===== config.mk =====
export PLATFORM = sky130hd
export DESIGN_NAME = pms_status_regs
export DESIGN_NICKNAME = d
export VERILOG_FILES = /design/src/inc/pms_pkg.sv /design/src/rtl/pms_status_regs.sv /design/src/rtl/pms_sync2.sv /design/src/rtl/pms_latch_bit.sv
export SDC_FILE = /design/constraint.sdc
export NUM_CORES = 1
export LEC_CHECK = 0
export ABC_AREA = 1
export BUFFER_PORTS_ARGS = -buffer_cell sky130_fd_sc_hd__buf_2
export CAP_MARGIN = 10
export CELL_PAD_IN_SITES_DETAIL_PLACEMENT = 0
export CELL_PAD_IN_SITES_GLOBAL_PLACEMENT = 2
export CORE_MARGIN = 4
export CORE_UTILIZATION = 31
export DETAILED_ROUTE_END_ITERATION = 8
export GPL_TIMING_DRIVEN = 0
export PLACE_DENSITY = 0.9
export SLEW_MARGIN = 20
export SYNTH_ARGS = -nofsm -noshare
export SYNTH_HDL_FRONTEND = slang
export SYNTH_HIERARCHICAL = 1
export SYNTH_SLANG_ARGS = --single-unit

===== constraint.sdc =====
create_clock -name clk_sys -period 1.3 [get_ports clk_sys]
set_input_delay 0.195 -clock clk_sys [delete_from_list [all_inputs] [get_ports clk_sys]]
set_output_delay 0.195 -clock clk_sys [all_outputs]
set_load 0.005 [all_outputs]

===== src/inc/pms_pkg.sv =====
/*
 * constants for the management status / auto-negotiation register bank:
 * register addresses, field positions, reset values and fixed read values.
 * assumes a 5-bit register address delivered by the serial frame engine.
 */
// Overview of operation
// - status bits 14:11 always read one
// - status bit 6 reads zero, preamble needed
// - status bit 5 shows auto-negotiation done
// - status bit 4 remote fault reads zero
// - status bit 3 always reads one
// - status bit 2 link, latch on low
// - status bit 1 jabber, latch on high
// - status bit 0 always reads one
// - status bits 15, 10:7 read zero
// - registers 2, 3 fixed identifier, writes ignored
// - advert bits 15, 14 read zero
// - advert bit 13 writable remote fault
// - advert bits 12:5 writable, reset 00101111
// - advert bits 4:0 fixed 00001
// - partner register mirrors received partner page
// - partner bit 14 shows page acknowledged
// - expansion bit 4 fault, clears on read
// - expansion bit 1 page, clears on read
// - expansion bit 3 partner next-page able
// - expansion bit 2 local next-page able
// - expansion bit 0 partner negotiation able
// - expansion bits 15:5 read zero
package pms_pkg;

    localparam int ADDR_W = 5;
    localparam int DATA_W = 16;
    localparam int TECH_W = 8;
    localparam int SEL_W = 5;

    // register addresses
    localparam logic [4:0] ADDR_STATUS = 5'h01;
    localparam logic [4:0] ADDR_ID_HIGH = 5'h02;
    localparam logic [4:0] ADDR_ID_LOW = 5'h03;
    localparam logic [4:0] ADDR_ADVERT = 5'h04;
    localparam logic [4:0] ADDR_PARTNER = 5'h05;
    localparam logic [4:0] ADDR_EXPAND = 5'h06;

    // status register fields
    localparam int ST_CAP_HI = 14;
    localparam int ST_CAP_LO = 11;
    localparam int ST_PREAMBLE = 6;
    localparam int ST_AN_DONE = 5;
    localparam int ST_REMOTE_FAULT = 4;
    localparam int ST_AN_ABLE = 3;
    localparam int ST_LINK = 2;
    localparam int ST_JABBER = 1;
    localparam int ST_EXT_CAP = 0;

    // advertisement fields
    localparam int AD_NEXT_PAGE = 15;
    localparam int AD_REMOTE_FAULT = 13;
    localparam int AD_TECH_HI = 12;
    localparam int AD_TECH_LO = 5;
    localparam int AD_SEL_HI = 4;
    localparam logic [7:0] AD_TECH_RESET = 8'h2f;
    localparam logic [4:0] AD_SEL_VALUE = 5'h01;
    localparam logic AD_FAULT_RESET = 1'b0;

    // partner ability fields
    localparam int LP_ACK = 14;

    // expansion fields
    localparam int EX_PD_FAULT = 4;
    localparam int EX_LP_NP_ABLE = 3;
    localparam int EX_NP_ABLE = 2;
    localparam int EX_PAGE_RCVD = 1;
    localparam int EX_LP_AN_ABLE = 0;

    // identifier defaults, arbitrary values
    localparam logic [15:0] ID_HIGH_DEFAULT = 16'h1234;
    localparam logic [15:0] ID_LOW_DEFAULT = 16'h5678;

    localparam logic [15:0] WORD_ZERO = 16'h0000;

endpackage


===== src/rtl/pms_status_regs.sv =====
/*
 * management register bank, registers 1 to 6: basic status, identifier,
 * auto-negotiation advertisement, partner ability and expansion.
 * assumes the serial frame engine on clk_sys presents a decoded address
 * with one-cycle read and write strobes, and that the auto-negotiation
 * engine supplies its results on clk_sys. link and jabber come from the
 * analog front end and are synchronised here.
 */
`timescale 1ns/100ps
`default_nettype none
module pms_status_regs #(
    parameter logic [15:0] PHY_ID_HIGH = pms_pkg::ID_HIGH_DEFAULT,
    parameter logic [15:0] PHY_ID_LOW = pms_pkg::ID_LOW_DEFAULT
) (
    input wire logic clk_sys,
    input wire logic rst_b,
    // register access from the serial frame engine
    input wire logic [pms_pkg::ADDR_W-1:0] regAddr,
    input wire logic regRdEn,
    input wire logic regWrEn,
    input wire logic [pms_pkg::DATA_W-1:0] regWrData,
    output logic [pms_pkg::DATA_W-1:0] regRdData,
    output logic regRdValid,
    // front end levels, asynchronous
    input wire logic linkLiveIn,
    input wire logic jabberLiveIn,
    // auto-negotiation engine results
    input wire logic anDoneIn,
    input wire logic [pms_pkg::DATA_W-1:0] lpPageIn,
    input wire logic lpAckIn,
    input wire logic lpAnAbleIn,
    input wire logic lpNpAbleIn,
    input wire logic localNpAbleIn,
    input wire logic pdFaultEvt,
    input wire logic pageRcvdEvt,
    // advertised page toward the engine
    output logic [pms_pkg::DATA_W-1:0] advWord,
    output logic advRemoteFault
);
    import pms_pkg::*;

    // ************************************************************
    // address decode
    // ************************************************************

    // shared decode of a strobe at one address
    function automatic logic hitAt(
        input logic strobe,
        input logic [ADDR_W-1:0] addr,
        input logic [ADDR_W-1:0] target
    );
        hitAt = strobe && (addr == target);
    endfunction

    // only these three strobes have side effects; other reads are pure
    logic rdStatus;
    logic rdExpand;
    logic wrAdvert;

    assign rdStatus = hitAt(regRdEn, regAddr, ADDR_STATUS);
    assign rdExpand = hitAt(regRdEn, regAddr, ADDR_EXPAND);
    assign wrAdvert = hitAt(regWrEn, regAddr, ADDR_ADVERT);

    // ************************************************************
    // input conditioning
    // ************************************************************

    logic [1:0] frontSync;
    logic linkLive;
    logic jabberLive;

    // front end levels cross into clk_sys before anything reads them
    // a change reaches the latch on the third edge after it lands
    pms_sync2 #(
        .WIDTH(2)
    ) u_front_sync (
        .clk_sys(clk_sys),
        .rst_b(rst_b),
        .asyncIn({linkLiveIn, jabberLiveIn}),
        .syncOut(frontSync)
    );

    assign linkLive = frontSync[1];
    assign jabberLive = frontSync[0];

    // ************************************************************
    // latching flags
    // ************************************************************

    // four copies of one cell; only polarity and clearing read differ
    logic linkFlag;
    logic jabberFlag;
    logic pdFaultFlag;
    logic pageRcvdFlag;

    // link drops are held until status is read
    pms_latch_bit #(
        .LATCH_LOW(1'b1)
    ) u_link_latch (
        .clk_sys(clk_sys),
        .rst_b(rst_b),
        .liveIn(linkLive),
        .clearRd(rdStatus),
        .flagOut(linkFlag)
    );

    // jabber is held until status is read
    pms_latch_bit #(
        .LATCH_LOW(1'b0)
    ) u_jabber_latch (
        .clk_sys(clk_sys),
        .rst_b(rst_b),
        .liveIn(jabberLive),
        .clearRd(rdStatus),
        .flagOut(jabberFlag)
    );

    // parallel detection fault, cleared by reading expansion
    pms_latch_bit #(
        .LATCH_LOW(1'b0)
    ) u_pd_fault_latch (
        .clk_sys(clk_sys),
        .rst_b(rst_b),
        .liveIn(pdFaultEvt),
        .clearRd(rdExpand),
        .flagOut(pdFaultFlag)
    );

    // new page received, cleared by reading expansion
    pms_latch_bit #(
        .LATCH_LOW(1'b0)
    ) u_page_latch (
        .clk_sys(clk_sys),
        .rst_b(rst_b),
        .liveIn(pageRcvdEvt),
        .clearRd(rdExpand),
        .flagOut(pageRcvdFlag)
    );

    // ************************************************************
    // live status captured from the engine
    // ************************************************************

    logic anDone_reg;
    logic lpAck_reg;
    logic lpAnAble_reg;
    logic lpNpAble_reg;
    logic npAble_reg;

    // completion flag, zero after reset until the engine reports done
    always_ff @(posedge clk_sys or negedge rst_b)
    begin
        if (!rst_b)
            anDone_reg <= 1'b0;
        else
            anDone_reg <= anDoneIn;
    end

    // partner acknowledge, kept apart from the mirrored page
    always_ff @(posedge clk_sys or negedge rst_b)
    begin
        if (!rst_b)
            lpAck_reg <= 1'b0;
        else
            lpAck_reg <= lpAckIn;
    end

    // partner abilities, registered so a read sees one coherent edge
    always_ff @(posedge clk_sys or negedge rst_b)
    begin
        if (!rst_b)
        begin
            lpAnAble_reg <= 1'b0;
            lpNpAble_reg <= 1'b0;
        end
        else
        begin
            lpAnAble_reg <= lpAnAbleIn;
            lpNpAble_reg <= lpNpAbleIn;
        end
    end

    // local next-page ability, zero after reset
    always_ff @(posedge clk_sys or negedge rst_b)
    begin
        if (!rst_b)
            npAble_reg <= 1'b0;
        else
            npAble_reg <= localNpAbleIn;
    end

    logic [DATA_W-1:0] lpPage_reg;

    // partner page mirrored as received; no write path exists
    always_ff @(posedge clk_sys or negedge rst_b)
    begin
        if (!rst_b)
            lpPage_reg <= WORD_ZERO;
        else
            lpPage_reg <= lpPageIn;
    end

    // ************************************************************
    // advertisement register
    // ************************************************************

    logic advFault_reg;
    logic [TECH_W-1:0] advTech_reg;

    // only fault and ability bits take writes; other fields stay fixed
    // a read in the write cycle still returns the old word
    always_ff @(posedge clk_sys or negedge rst_b)
    begin
        if (!rst_b)
        begin
            advFault_reg <= AD_FAULT_RESET;
            advTech_reg <= AD_TECH_RESET;
        end
        else if (wrAdvert)
        begin
            advFault_reg <= regWrData[AD_REMOTE_FAULT];
            advTech_reg <= regWrData[AD_TECH_HI:AD_TECH_LO];
        end
    end

    // ************************************************************
    // read word assembly
    // ************************************************************

    logic [DATA_W-1:0] statusWord;
    logic [DATA_W-1:0] advertWord;
    logic [DATA_W-1:0] partnerWord;
    logic [DATA_W-1:0] expandWord;

    // basic status: fixed capabilities around the latched flags
    always_comb
    begin
        statusWord = WORD_ZERO;
        statusWord[ST_CAP_HI:ST_CAP_LO] = 4'hf;
        statusWord[ST_PREAMBLE] = 1'b0;
        statusWord[ST_AN_DONE] = anDone_reg;
        statusWord[ST_REMOTE_FAULT] = 1'b0;
        statusWord[ST_AN_ABLE] = 1'b1;
        statusWord[ST_LINK] = linkFlag;
        statusWord[ST_JABBER] = jabberFlag;
        statusWord[ST_EXT_CAP] = 1'b1;
    end

    // advertisement: next page and reserved bit stay zero
    always_comb
    begin
        advertWord = WORD_ZERO;
        advertWord[AD_REMOTE_FAULT] = advFault_reg;
        advertWord[AD_TECH_HI:AD_TECH_LO] = advTech_reg;
        advertWord[AD_SEL_HI:0] = AD_SEL_VALUE;
    end

    // partner: acknowledge comes from the engine, not the page
    always_comb
    begin
        partnerWord = lpPage_reg;
        partnerWord[LP_ACK] = lpAck_reg;
    end

    // expansion: upper bits reserved
    always_comb
    begin
        expandWord = WORD_ZERO;
        expandWord[EX_PD_FAULT] = pdFaultFlag;
        expandWord[EX_LP_NP_ABLE] = lpNpAble_reg;
        expandWord[EX_NP_ABLE] = npAble_reg;
        expandWord[EX_PAGE_RCVD] = pageRcvdFlag;
        expandWord[EX_LP_AN_ABLE] = lpAnAble_reg;
    end

    logic [DATA_W-1:0] readMux;

    // unmapped addresses read zero; the frame engine owns the others
    // decoded on the address alone, so the strobe only gates capture
    always_comb
    begin
        case (regAddr)
            ADDR_STATUS: readMux = statusWord;
            ADDR_ID_HIGH: readMux = PHY_ID_HIGH;
            ADDR_ID_LOW: readMux = PHY_ID_LOW;
            ADDR_ADVERT: readMux = advertWord;
            ADDR_PARTNER: readMux = partnerWord;
            ADDR_EXPAND: readMux = expandWord;
            default: readMux = WORD_ZERO;
        endcase
    end

    // ************************************************************
    // output registers
    // ************************************************************

    logic [DATA_W-1:0] rdData_reg;
    logic rdValid_reg;

    // valid follows every read strobe by exactly one edge
    always_ff @(posedge clk_sys or negedge rst_b)
    begin
        if (!rst_b)
            rdValid_reg <= 1'b0;
        else
            rdValid_reg <= regRdEn;
    end

    // data is captured in the same edge that reloads latched flags,
    // so the word returned holds the value before the reload
    always_ff @(posedge clk_sys or negedge rst_b)
    begin
        if (!rst_b)
            rdData_reg <= WORD_ZERO;
        else if (regRdEn)
            rdData_reg <= readMux;
    end

    logic [DATA_W-1:0] advWord_reg;
    logic advRemoteFault_reg;

    // advertised page to the engine, one edge behind the register
    always_ff @(posedge clk_sys or negedge rst_b)
    begin
        if (!rst_b)
            advWord_reg <= WORD_ZERO;
        else
            advWord_reg <= advertWord;
    end

    // remote fault on its own wire, same edge as the page
    always_ff @(posedge clk_sys or negedge rst_b)
    begin
        if (!rst_b)
            advRemoteFault_reg <= 1'b0;
        else
            advRemoteFault_reg <= advFault_reg;
    end

    assign regRdData = rdData_reg;
    assign regRdValid = rdValid_reg;
    assign advWord = advWord_reg;
    assign advRemoteFault = advRemoteFault_reg;

endmodule
`default_nettype wire


===== src/rtl/pms_sync2.sv =====
/*
 * two-flop synchroniser for a bundle of independent level signals.
 * assumes each bit is a slow level; no bus coherency is promised.
 */
`timescale 1ns/100ps
`default_nettype none
module pms_sync2 #(
    parameter int WIDTH = 2
) (
    input wire logic clk_sys,
    input wire logic rst_b,
    input wire logic [WIDTH-1:0] asyncIn,
    output logic [WIDTH-1:0] syncOut
);
    import pms_pkg::*;

    logic [WIDTH-1:0] stage1_reg;
    logic [WIDTH-1:0] stage2_reg;

    // first stage is read only by the second stage
    always_ff @(posedge clk_sys or negedge rst_b)
    begin
        if (!rst_b)
        begin
            stage1_reg <= '0;
            stage2_reg <= '0;
        end
        else
        begin
            stage1_reg <= asyncIn;
            stage2_reg <= stage1_reg;
        end
    end

    assign syncOut = stage2_reg;

endmodule
`default_nettype wire


===== src/rtl/pms_latch_bit.sv =====
/*
 * one latching status flag: latch on low or latch on high.
 * a read reloads the flag from the live level, so a new event in the
 * read cycle is kept. assumes clearRd is a one-cycle pulse.
 */
`timescale 1ns/100ps
`default_nettype none
module pms_latch_bit #(
    parameter bit LATCH_LOW = 1'b0
) (
    input wire logic clk_sys,
    input wire logic rst_b,
    input wire logic liveIn,
    input wire logic clearRd,
    output logic flagOut
);
    import pms_pkg::*;

    logic flag_reg;
    logic flag_next;

    // latch on low holds a zero, latch on high holds a one
    always_comb
    begin
        if (clearRd)
            flag_next = liveIn;
        else if (LATCH_LOW)
            flag_next = flag_reg & liveIn;
        else
            flag_next = flag_reg | liveIn;
    end

    always_ff @(posedge clk_sys or negedge rst_b)
    begin
        if (!rst_b)
            flag_reg <= 1'b0;
        else
            flag_reg <= flag_next;
    end

    assign flagOut = flag_reg;

endmodule
`default_nettype wire


* Word level (Yosys, flattened, before mapping)
Index checks and enable logic that the tools add are counted.
** Storage, ports and cells
- Bits in read-only memories :: 0
- Latch bits :: 0
- Memory bits (writable) :: 0
- Word-level logic and storage cells :: 36
- Memories kept :: 0
- Flip-flop bits (word level) :: 66
- Input bits :: 50
** Operators by class
- Bitwise logic cells :: 4
- Multipliers :: 0
- Eq/ne operators :: 6
- Div/mod/pow operators :: 0
- Shift-type cells :: 0
- $add $sub $neg :: 0
- Order comparisons :: 0
- Reductions and logical operators :: 3
- Mux-type cells :: 5
** Operator list (number)
- one-hot mux 16 bit (6 select lines) :: 1
- == test 5 x 3 -> 1 bit, second input constant :: 3
- == test 5 x 2 -> 1 bit, second input constant :: 2
- == test 5 x 1 -> 1 bit, second input constant :: 1
- 2-to-1 mux 1 bit :: 4
- logical AND 1 bit :: 3
- OR 1 bit :: 3
- AND 1 bit :: 1

* Depth between registers and ports, before layout
- Word-level depth :: 3
- Gate-level depth with buffers :: 9
- Gate-level depth less buffers :: 8

* By module
The synthesis kept the hierarchy.
** By module, submodules not included
- pms_status_regs :: area each 2178.3 um^2, cells an instance 219, instances 1, sequential area each 1407.6 um^2
- pms_latch_bit (u_jabber_latch ...) :: area each 40.0 um^2, cells an instance 5, instances 3, sequential area each 25.0 um^2
- pms_sync2 :: area each 100.1 um^2, cells an instance 4, instances 1, sequential area each 100.1 um^2
- pms_latch_bit (u_link_latch) :: area each 36.3 um^2, cells an instance 4, instances 1, sequential area each 25.0 um^2

* Worst setup path after synthesis
Ideal clock, no wire load.
- Kind :: input to register
- Start :: input regAddr[0] (netlist bit)
- End :: register u_page_latch.flag_reg (netlist: u_page_latch/flagOut)
- Setup time :: 116 ps
- Stages on the path :: 8
- Path buffers :: 2
- Path slack :: 207 ps
- Arrival :: 977 ps
- Required time :: 1184 ps
- Cells stage by stage :: buf_2 > nor2_4 > buf_4 > nand2_1 > nor2_1 > inv_1 > nand2_1 > nand2_1
** On the way
- Word-level cells in the longest chain between the ends :: 3
** Ends and longest elaborated chain
- start: declaration :: RTL line pms_status_regs.sv:18 : input wire logic [pms_pkg::ADDR_W-1:0] regAddr,
- == test 5 x 3 -> 1 bit :: RTL line pms_status_regs.sv:52 : hitAt = strobe && (addr == target);
- logical AND 1 bit :: RTL line pms_status_regs.sv:52
- named net rdExpand :: RTL line pms_status_regs.sv:57 : logic rdExpand;
- 2-to-1 mux 1 bit :: RTL line pms_latch_bit.sv:25 : if (clearRd)
- named net u_page_latch.flag_next :: RTL line pms_latch_bit.sv:20 : logic flag_next;
- end signal: assignment :: RTL line pms_latch_bit.sv:38 : flag_reg <= flag_next;
- end: declaration :: RTL line pms_latch_bit.sv:19 : logic flag_reg;
The timed path passes the listed nets, and every way through them passes these cells.
A chain may end at the register's enable or synchronous reset.

* Final worst setup path
- Start :: register advWord_reg[13] (netlist: advWord[13])
- End :: output advWord[13] (netlist bit)
** RTL lines
- start: declaration :: RTL line pms_status_regs.sv:319 : logic [DATA_W-1:0] advWord_reg;
- start signal: assignment :: RTL line pms_status_regs.sv:328 : advWord_reg <= advertWord;
- end: declaration :: RTL line pms_status_regs.sv:37 : output logic [pms_pkg::DATA_W-1:0] advWord,
No word-level cell between the ends.

==> impl_metrics.toml <==
[sta]
fmaxAchievable_mhz = 872
finalCriticalPeriod_ns = 1.15
setup_viol = 0
rsz0062_at_grt = "false"
tightestPinTransition_ns = 0.789
relSlewSlack = 0.474
fin_ws_ns = 0.154
hold_viol_final = 0
min_period_over_period = 0.882
setup_tns_ns = 0
slew_viol_final = 0
clock_skew_ns = 0.00604

[worst_setup_path]
crit_path_start = "advWord[13]"
startpoint_type = "flip-flop"
cp_data_required_time_ns = 1.11
rr_worst_depth = 4
rrSetupSlack_ns = 0.39
path_cells = "buf_4, buf_2"
critPathArrivalTime_ns = 0.95
critical_path.max_stage_delay_ns = 0.37
worst_path_max_delay_cell = "dfrtp_1"
reg2reg_from = "advTech_reg[2]"
r2r_end = "regRdData[7]"
endpoint_kind = "output port"
path_max_fanout = 2
worstSetupPathType = "reg2out"

[worst_hold_path]
hold_depth = 3
whs_endpoint = "u_page_latch/flagOut"
min_path_type = "in2reg"
hold_start = "pageRcvdEvt"

[floorplanning]
start_util = 0.317
dieArea_um2 = 9340
boundaryPins = 84
coreArea_um2 = 7690
dieWidth_um = 96.6
die_height_um = 96.6
row_count = 32

[cts]
cts_buffer_depth = 2
cts_setup_buffers = 0
cts_resized = 0
numCtsBuffers = 9
cts.reportedPaths.clkPinSlew_ns = 0.07
htreeDepth = 3
cts.sinks = 64
cts_root_buf = "clkbuf_8"
clk_latency_ns = 0.34
cts_tree = "done"

[synth]
synthSimpleGateAreaFrac = 0.230
synth.distinct_cells = 21
synth_xor_area_frac = 0
netlist_instances = 242
synthesis.area_um2 = 2430
synth_top_family_by_area = "simple AND/OR/NAND/NOR gates"
synth.area.mux_share = 0
synth_fa_ha_area_frac = 0
syn_avg_cell_area_um2 = 10.1
yosysTopAreaCellShare = 0.606
yosysWarningCount = 6
ys_top_cells_by_area = "dfrtp_1 61%, nand2_1 12%, dfstp_2 5.4%"
synth-compound-area-share = 0.0308
ys_seq_area_frac = 0.660
synth_top_area_cell = "dfrtp_1"
yosys_register_bits = 64

[final_layout]
final_cell_mix = "77 x nand2_1, 70 x buf_2, 59 x dfrtp_1"
fin_cells = 456
layout-drive-gt1-share = 0.308
postLayoutCoreUtil = 0.439
areaGrowthSynthToFinish_pct = 38.6
largest_reg_flops = 16
final_common_cell = "nand2_1"
final_cell_area_um2 = 3380
final_nets = 399
diodes = 0

[placement]
hpwl_mm = 4.17
port_buffers = 68
dp_slack_ns = -0.145
placed_area_um2 = 2920
gp_congestion = 0.764
placed_cells = 417

[global_route]
grt_max_degree = 65
overflow = 0
grt_pass1_vias = 2043
grt_usage = 0.136
grt_pass1_wl_mm = 9.86
antenna_found_initial = 0

[drt]
vias = 1894
drt_iter0_drc = 65
drt_wl_total_mm = 5.87
wire_per_inst_um = 12.9
drc = 0
vias_per_cell = 4.15
ant_nets = 0
drt_pre_antenna_iters = 4

[run_status]
status = "finished clean"

[power_and_ir_drop]
p_leak_nw = 1.80
ir_drop_mv = 0.766
power_density_nw_per_um2 = 1360

[flow_run]
cap_violations = 0
==> critical path: cells and delay by family, from the launching register on <==
kind | cells | cell delay, ns
DFF | 1 | 0.37
buffers and inverters | 2 | 0.23
==> per-layer routing <==
metal	routed length (µm)	vias up	GRT usage
met1	2650	872	0.170
met5	0	-	0
met3	327	13	0.0534
met4	124	0	0.0518
met2	2770	54	0.212
li1	-	955	-
==> logic make-up (layout without fill, tap and decap cells) <==
kind of cell    after synthesis  after routing
compound gates               15             15
buf+inv                      37            144
flops                        64             64
other cells                   2              7
simple gates                124            124
==> worst max-delay path by stage <==
stage | to | cells past startpoint
6_report | advWord[13] | 2
3_5_place_dp | u_jabber_latch/flagOut | 7
2_1_floorplan | u_page_latch/flagOut | 8
5_1_grt | u_page_latch/flagOut | 7
3_3_place_gp | advWord[0] | 1
4_1_cts | advWord[13] | 2
==> power by group <==
group | switching, mW | internal [mW]
combinational | 0.233 | 0.220
clock | 0.760 | 1.13
sequential | 0.0765 | 2.18
total | 1.07 | 3.53
==> timing repair <==
action / 4_1_cts / 5_1_grt
hold endpoints to repair: 81 / 0
endpoints found under the setup margin: 0 / 0
hold buffers: 23 / 0
==> synth_stat cells <==
library cell and number:
a21oi_1 3, buf_2 3, buf_4 9, buf_6 1, clkbuf_1 1, clkinv_1 1, conb_1 2, dfrtp_1 59
dfstp_2 5, inv_1 22, nand2_1 77, nand2_2 2, nand3_1 26, nand3_4 1, nand3b_1 1, nand4_1 5
nor2_1 7, nor2_2 2, nor2_4 3, o21ai_0 3, o21ai_1 9
==> layout make-up <==
class	instances	area (µm²)
plain buffers	14	97.6
multi-input cells	146	662
repair buffers	91	573
inverters	23	86.3
fillers	786	4310
well taps	102	128
clock buffers	11	141
clock inverters	5	80.1
flip-flops and latches	64	1610
==> metrics by stage <==
stage | hold slack, ns | power, mW
after detailed placement | 0.304 | 2.71
after floorplan | -0.101 | 2.45
final | 0.0434 | 4.60
after global placement | 0.304 | 2.69
after global routing | 0.0475 | 4.81
after CTS | 0.0325 | 4.66
No activity file was read; power rests on OpenSTA's default activity.
